## src/hw/ulp_pkg.sv

```systemverilog
package ulp_pkg;

  localparam int unsigned ADDR_W = 8;

  // Register byte offsets.
  localparam logic [7:0] OFS_CONTROL      = 8'h04;
  localparam logic [7:0] OFS_CMD_STATUS   = 8'h08;
  localparam logic [7:0] OFS_COMM_BASE    = 8'h18;
  localparam logic [7:0] OFS_PERIOD_CUR   = 8'h1c;
  localparam logic [7:0] OFS_CTRL_HEAD    = 8'h20;
  localparam logic [7:0] OFS_CTRL_CUR     = 8'h24;

  // Field positions.
  localparam int unsigned CTRL_ENABLE_BIT = 4;
  localparam int unsigned CTRL_FILLED_BIT = 1;
  localparam int unsigned PTR_LSB         = 4;
  localparam int unsigned COMM_LSB        = 8;

  // Reset values.
  localparam logic [27:0] PTR_RST   = 28'h0000000;
  localparam logic [23:0] COMM_RST  = 24'h000000;

  // Place of the control head entry inside the communication area.
  localparam logic [31:0] COMM_HEAD_OFS = 32'h000000f0;

  typedef enum logic [2:0]
  {
    ST_IDLE  = 3'b001,
    ST_INIT  = 3'b010,
    ST_SERVE = 3'b100
  } ulp_state_e;

  typedef struct packed
  {
    logic [7:0]  addr;
    logic [31:0] wdata;
    logic        we;
    logic        re;
  } ulp_bus_req_s;

  typedef struct packed
  {
    logic        req;
    logic [31:0] addr;
  } ulp_mem_req_s;

  typedef struct packed
  {
    ulp_state_e   st;
    logic [27:0]  per_ptr;
    logic [27:0]  head_ptr;
    logic [27:0]  cur_ptr;
    logic [23:0]  comm_base;
    logic         enable;
    logic         filled;
    ulp_mem_req_s mem;
    ulp_mem_req_s ed;
    logic [31:0]  rd_data;
  } ulp_state_s;

endpackage

```

## src/hw/ulp_list_pointers.sv

```systemverilog
// Overview of operation
// - The periodic current pointer holds the periodic descriptor address in bits 31 to 4, read-only to software and written by the controller.
// - The periodic current pointer is loaded with the head of this frame's periodic list, then addresses the periodic descriptor now processed.
// - After each periodic descriptor is finished the controller writes a new periodic pointer.
// - The control head holds the first control descriptor address in bits 31 to 4, writable by software and also written by the controller at initialisation.
// - Walking the control list starts at the address held in the control head.
// - At controller initialisation the control head is loaded from the communication area in memory.
// - The control current pointer holds the descriptor now served in bits 31 to 4; both may read it, software may write it only while enable is clear.
// - When a control descriptor is finished the current pointer advances to the next descriptor.
// - Each frame resumes the control list where the previous frame stopped, not at the head.
// - At the end of the control list a set filled flag copies the head into the current pointer and clears the flag, otherwise nothing happens.
// - After reset the control current pointer is zero, which marks the end of the list.
// - The communication area base is 256-byte aligned and comes from the communication area base register.
//
// Design decision made here: the plain strobed port.
module ulp_list_pointers
  import ulp_pkg::*;
(
  input  wire logic         clk_i,
  input  wire logic         rstn_i,
  input  wire ulp_bus_req_s bus_i,
  output logic [31:0]       rd_data_o,
  input  wire logic         init_start_i,
  output ulp_mem_req_s      mem_o,
  input  wire logic         mem_ack_i,
  input  wire logic [31:0]  mem_rdata_i,
  input  wire logic         ctrl_slot_i,
  output ulp_mem_req_s      ed_o,
  input  wire logic         ed_done_i,
  input  wire logic [31:0]  ed_next_i,
  input  wire logic         per_load_i,
  input  wire logic [31:0]  per_head_i,
  input  wire logic         per_done_i,
  input  wire logic [31:0]  per_next_i,
  output logic [31:0]       per_addr_o,
  output logic              busy_o
);

  ulp_state_s q;
  ulp_state_s next_q;

  assign rd_data_o = q.rd_data;
  assign mem_o     = q.mem;
  assign ed_o      = q.ed;
  assign per_addr_o = {q.per_ptr, 4'h0};
  assign busy_o     = q.ed.req;

  always_comb
  begin
    next_q = q;
    next_q.rd_data = 32'h00000000;

    if (per_load_i)
    begin
      next_q.per_ptr = per_head_i[31:PTR_LSB];
    end
    else if (per_done_i)
    begin
      next_q.per_ptr = per_next_i[31:PTR_LSB];
    end

    // Only one engine action at a time keeps memory traffic ordered.
    unique case (q.st)
      ST_IDLE:
      begin
        if (init_start_i)
        begin
          next_q.st       = ST_INIT;
          next_q.mem.req  = 1'b1;
          next_q.mem.addr = {q.comm_base, 8'h00} + COMM_HEAD_OFS;
        end
        else if (ctrl_slot_i && q.enable)
        begin
          if (q.cur_ptr == PTR_RST)
          begin
            if (q.filled)
            begin
              next_q.cur_ptr = q.head_ptr;
              next_q.filled  = 1'b0;
            end
          end
          else
          begin
            next_q.st      = ST_SERVE;
            next_q.ed.req  = 1'b1;
            next_q.ed.addr = {q.cur_ptr, 4'h0};
          end
        end
      end
      ST_INIT:
      begin
        if (mem_ack_i)
        begin
          next_q.head_ptr = mem_rdata_i[31:PTR_LSB];
          next_q.mem.req  = 1'b0;
          next_q.st       = ST_IDLE;
        end
      end
      ST_SERVE:
      begin
        if (ed_done_i)
        begin
          next_q.cur_ptr = ed_next_i[31:PTR_LSB];
          next_q.ed.req  = 1'b0;
          next_q.st      = ST_IDLE;
        end
      end
      default:
      begin
        next_q.st      = ST_IDLE;
        next_q.mem.req = 1'b0;
        next_q.ed.req  = 1'b0;
      end
    endcase

    // Software writes come last, so a filled set beats the hardware clear.
    if (bus_i.we)
    begin
      unique case (bus_i.addr)
        OFS_CONTROL:
        begin
          next_q.enable = bus_i.wdata[CTRL_ENABLE_BIT];
        end
        OFS_CMD_STATUS:
        begin
          if (bus_i.wdata[CTRL_FILLED_BIT])
          begin
            next_q.filled = 1'b1;
          end
        end
        OFS_COMM_BASE:
        begin
          next_q.comm_base = bus_i.wdata[31:COMM_LSB];
        end
        OFS_CTRL_HEAD:
        begin
          next_q.head_ptr = bus_i.wdata[31:PTR_LSB];
        end
        OFS_CTRL_CUR:
        begin
          if (!q.enable)
          begin
            next_q.cur_ptr = bus_i.wdata[31:PTR_LSB];
          end
        end
        default:
        begin
          next_q.rd_data = 32'h00000000;
        end
      endcase
    end

    if (bus_i.re)
    begin
      unique case (bus_i.addr)
        OFS_CONTROL:
        begin
          next_q.rd_data[CTRL_ENABLE_BIT] = q.enable;
        end
        OFS_CMD_STATUS:
        begin
          next_q.rd_data[CTRL_FILLED_BIT] = q.filled;
        end
        OFS_COMM_BASE:
        begin
          next_q.rd_data = {q.comm_base, 8'h00};
        end
        OFS_PERIOD_CUR:
        begin
          next_q.rd_data = {q.per_ptr, 4'h0};
        end
        OFS_CTRL_HEAD:
        begin
          next_q.rd_data = {q.head_ptr, 4'h0};
        end
        OFS_CTRL_CUR:
        begin
          next_q.rd_data = {q.cur_ptr, 4'h0};
        end
        default:
        begin
          next_q.rd_data = 32'h00000000;
        end
      endcase
    end
  end

  always_ff @(posedge clk_i or negedge rstn_i)
  begin
    if (!rstn_i)
    begin
      q.st        <= ST_IDLE;
      q.per_ptr   <= PTR_RST;
      q.head_ptr  <= PTR_RST;
      q.cur_ptr   <= PTR_RST;
      q.comm_base <= COMM_RST;
      q.enable    <= 1'b0;
      q.filled    <= 1'b0;
      q.mem       <= '0;
      q.ed        <= '0;
      q.rd_data   <= 32'h00000000;
    end
    else
    begin
      q <= next_q;
    end
  end

endmodule

```

## config.mk

```make
export PLATFORM = sky130hd
export DESIGN_NAME = ulp_list_pointers
export DESIGN_NICKNAME = d
export VERILOG_FILES = /design/src/hw/ulp_pkg.sv /design/src/hw/ulp_list_pointers.sv
export SDC_FILE = /design/constraint.sdc
export NUM_CORES = 1
export LEC_CHECK = 0
export BUFFER_PORTS_ARGS = -buffer_cell sky130_fd_sc_hd__buf_4
export CORE_MARGIN = 3
export CORE_UTILIZATION = 30
export CTS_BUF_LIST = sky130_fd_sc_hd__clkbuf_8 sky130_fd_sc_hd__clkbuf_16
export DETAILED_ROUTE_END_ITERATION = 8
export SLEW_MARGIN = 5
export SYNTH_ARGS = -nofsm -noshare
export SYNTH_HDL_FRONTEND = slang
export SYNTH_SLANG_ARGS = --single-unit
```

## constraint.sdc

```tcl
create_clock -name clk_i -period 6.7 [get_ports clk_i]
set_input_delay 1.34 -clock clk_i [delete_from_list [all_inputs] [get_ports clk_i]]
set_output_delay 1.34 -clock clk_i [all_outputs]
set_load 0.005 [all_outputs]
```

# Word-level counts from Yosys, hierarchy flattened

Index checks and enable logic that the tools add are counted.

Add/subtract/negate cells: 1
Eq/ne operators: 17
Mux-type cells: 40
Bitwise logic cells: 4
Reductions and logical operators: 10

Operators by type and width:

| cell                    | count |
|---|---|
| $mux W28                | 12 |
| $mux W33                | 4 |
| $pmux W27 S4            | 1 |
| $mux W82                | 1 |
| $pmux W28 S2            | 1 |
| $add A32 B8 Y32 const B | 1 |
| $mux W32                | 1 |
| $logic_not A28 Y1       | 1 |
| $mux W24                | 1 |
| $eq A8 B5 Y1 const B    | 2 |
| $eq A8 B6 Y1 const B    | 2 |
| $mux W3                 | 5 |
| $ne A2 B2 Y1 const B    | 6 |
| $mux W1                 | 10 |
| $pmux W3 S3             | 1 |
| $eq A8 B3 Y1 const B    | 1 |
| $eq A8 B4 Y1 const B    | 1 |
| $reduce_and A4 Y1       | 2 |
| $ne A3 B3 Y1 const B    | 2 |
| $pmux W1 S3             | 2 |
| $reduce_and A2 Y1       | 3 |
| $reduce_and A5 Y1       | 1 |
| $not A1 Y1              | 4 |
| $pmux W1 S4             | 1 |
| other kinds (6)         | 6 |

Register bits after elaboration: 207
Output and inout port bits: 131
Logic and storage cells: 84

# Logic depth before layout (Yosys ltp)

Depth in word-level cells: 8
Mapped depth: 7
Depth with buffers taken out: 4

# Worst setup path after synthesis

Ideal clock, no wire load.

Path kind: input-to-reg
From: input port bus_i[35] (netlist name)
To: register q[124] (netlist name)
Data arrival time: 2.964 ns
Data required time: 6.571 ns
Setup slack: 3.607 ns
Stages: 7
Buffers on the path: 3
Path through: or4_4 > buf_6 > or4_4 > buf_6 > buf_6 > o22ai_1 > a21oi_1

RTL lines:

| item                 | line                     | RTL |
|---|---|---|
| start, declared      | ulp_list_pointers.sv:21  | `input wire ulp_bus_req_s bus_i,` |
| end signal, assigned | ulp_list_pointers.sv:205 | `q <= next_q;` |
| end, declared        | ulp_list_pointers.sv:39  | `ulp_state_s q;` |

==> flow_metrics.tcl <==
set metrics [dict create \
    syn_inst 907 \
    async_flop_share_pct 100 \
    maxCapViolations 0 \
    slew_violations 0 \
    numCtsBuffers 17 \
    skew_ns 0.0134 \
    fp.dieW_um 190 \
    postRouteAntennaNets 0 \
    cellPowerDensity_nw_per_um2 260 \
    synth_cell_types 53 \
    grt_max_degree 107 \
    pin_count 309 \
    hold_depth 1 \
    relSlewSlack_pct 17.5 \
    h-tree-depth 4 \
    utilization_pct 37.2 \
    wl_per_cell_um 22.3 \
    cp.arrival_ns 3.89 \
    crit_path_max_fanout 15 \
    tritoncts "done" \
    post-route-period-util_pct 53.3 \
    fin_crit_ns 3.57 \
    run_status "completed" \
    first_pass_iters 5 \
    grt_pass1_vias 7747 \
    r2r_setup_slack_ns 3.60 \
    initialDrtViolationCount 558 \
    die_h_um 190 \
    dpl.cell_count 1464 \
    setup_viol 0 \
    hold_buffers 0 \
    rows 66 \
    ff2ff_path_depth 5 \
    syn_area_sq_um 10100 \
    synth.area.top_cells "dfrtp_1 (48%), mux2_2 (10%), buf_4 (9.6%), mux2i_1 (6.7%), a22oi_1 (3.6%)" \
    clk_pin_slew_ns 0.07 \
    yosysSeqAreaShare_pct 48.6 \
    endpoint_kind "register" \
    synth_edf_count 0 \
    cts_num_sinks 197 \
    syn2layout_area_growth_pct 21.0 \
    crit_path_start_kind "primary input" \
    hold_slack_ns 0.492 \
    grt_pass1_wl_um 49700 \
    tightestPinTransition_ns 1.23 \
    r2r-start "q[135]" \
    min_from "ed_o[26]" \
    antenna_found_initial 2 \
    reg2reg_to "ed_o[26]" \
    clk_path_buf_depth 2 \
    fin_nets 1219 \
    avgSynthCellArea_sq_um 11.2 \
    ctsResizeCount 0 \
    port_buffers 274 \
    gp_congestion 0.751 \
    num_vias 7594 \
    dp_hpwl_um 22800 \
    ys_warn_count 0 \
    critPathKind "in -> reg" \
    p_leak_nw 5.66 \
    setup-tns-final_ns 0 \
    drive_gt1_share_pct 42.2 \
    vias_per_cell 5.07 \
    ys_dominant_reg_cell "dfrtp_1" \
    ir_worst_vdd_uv 176 \
    synth_top_area_share_pct 48.4 \
    ys_ff_latch 197 \
    min_to "ed_o[26]" \
    final_area_sq_um 12300 \
    dpl_cell_area_sq_um 11700 \
    rsz0062_at_grt "false" \
    final_cell_count_no_fill 1498 \
    drc 0 \
    wirelength_um 33400 \
    core-area_sq_um 32900 \
    synth_largest_area_cell "dfrtp_1" \
    fp.dieArea_sq_um 36000 \
    worstSkewPairLatency_ns 0.45 \
    cp.required_ns 7.02 \
    final_hold_viol_count 0 \
    gr-total-overflow 0 \
    cts_setup_buffers 0 \
    track_usage_pct 18.3 \
    root_buffer "clkbuf_16" \
    fmaxAchievable_mhz 280 \
    min_path_type "reg -> reg" \
    initial_core_util_pct 30.8 \
]
-- cells by family (layout without fill, tap and decap cells) --
family	after synthesis	after routing	share of synthesized area (%)
flops	197	197	48.6
compound gates	206	206	13.4
mux	161	161	17.0
buf+inv	191	323	12.8
simple gates	151	151	8.05
other cells	1	18	0.0370
-- layout make-up --
cell class,instances,area (sq um)
Antenna cell,3,7.51
Clock buffer,18,439
Clock inverter,13,119
Fill cell,3316,20700
Inverter,4,15.0
Multi-Input combinational cell,533,4020
Sequential cell,197,4930
Tap cell,442,553
Timing Repair Buffer,288,2180
-- report_power, final --
part / leakage, nW / switching (mW) / internal [mW] / total [mW]
clock network: 0.256 / 0.504 / 0.497 / 1.00
logic: 2.78 / 0.369 / 0.331 / 0.700
registers: 2.62 / 0.142 / 1.34 / 1.49
total: 5.66 / 1.01 / 2.17 / 3.19
-- metal layers --
layer	part of all wire (%)	track usage [%]	up-vias
li1	-	-	3422
met1	43	23.9	3839
met2	48	30.1	302
met3	7.1	4.79	31
met4	1.6	5.17	0
met5	0	0	-
-- synthesized netlist by cell type, types with 5 or more instances --
library cell	number
mux2_2	91
nor4_1	6
buf_4	130
a31oi_1	13
clkbuf_1	24
buf_2	20
o22ai_1	6
nor3_1	5
nor2_1	47
mux2i_1	68
a21oi_1	71
buf_6	9
o22ai_2	10
nand3_1	18
a22oi_1	48
dfrtp_1	196
nand4_1	12
nand2_1	33
o21ai_0	28
a211oi_1	16
-- worst max-delay path: stages --
cell	delay [ns]
buf_4	0.11
or4_4	0.66
nor3_2	1.01
buf_4	0.43
a22oi_1	0.11
a21oi_1	0.20
-- layout by cell type (no fill, tap or decap), types with 4 or more instances in the layout --
| master | count |
|---|---|
| nand2_1 | 33 |
| o21ai_0 | 28 |
| a21oi_1 | 71 |
| buf_4 | 286 |
| nand4_1 | 12 |
| dfrtp_1 | 196 |
| conb_1 | 15 |
| inv_1 | 4 |
| nand3_1 | 17 |
| nor2_1 | 46 |
| nor4_1 | 6 |
| a22oi_1 | 48 |
| mux2i_1 | 68 |
| a211oi_1 | 16 |
| clkinvlp_4 | 6 |
| nor3_1 | 4 |
| mux2_2 | 91 |
| o22ai_1 | 6 |
| clkbuf_16 | 17 |
| inv_8 | 5 |
| o22ai_2 | 10 |
| a31oi_1 | 13 |
-- per-stage QoR --
stage,power (mW),setup WS (ns)
after global routing,3.36,3.06
after floorplan,1.92,3.61
after detailed placement,2.22,2.68
final,3.19,3.13
after global placement,2.20,2.74
after CTS,3.23,3.16
-- worst max path at each step --
stage,endpoint,slack (ns),from,depth (start not counted)
finish,rd_data_o[22],3.13,bus_i[35],6
global route,rd_data_o[22],3.06,bus_i[35],6
CTS,rd_data_o[22],3.16,bus_i[35],6
detailed placement,rd_data_o[22],2.68,bus_i[35],6
global placement,rd_data_o[22],2.74,bus_i[35],6
floorplan,q[124],3.61,bus_i[35],7
-- sequential cells by signal (all words and copies together) (netlist names) --
register,flops
busy_o,1
ed_o,28
mem_o,26
per_addr_o,28
q,85
rd_data_o,29
Power figures use the tool's default switching activity.
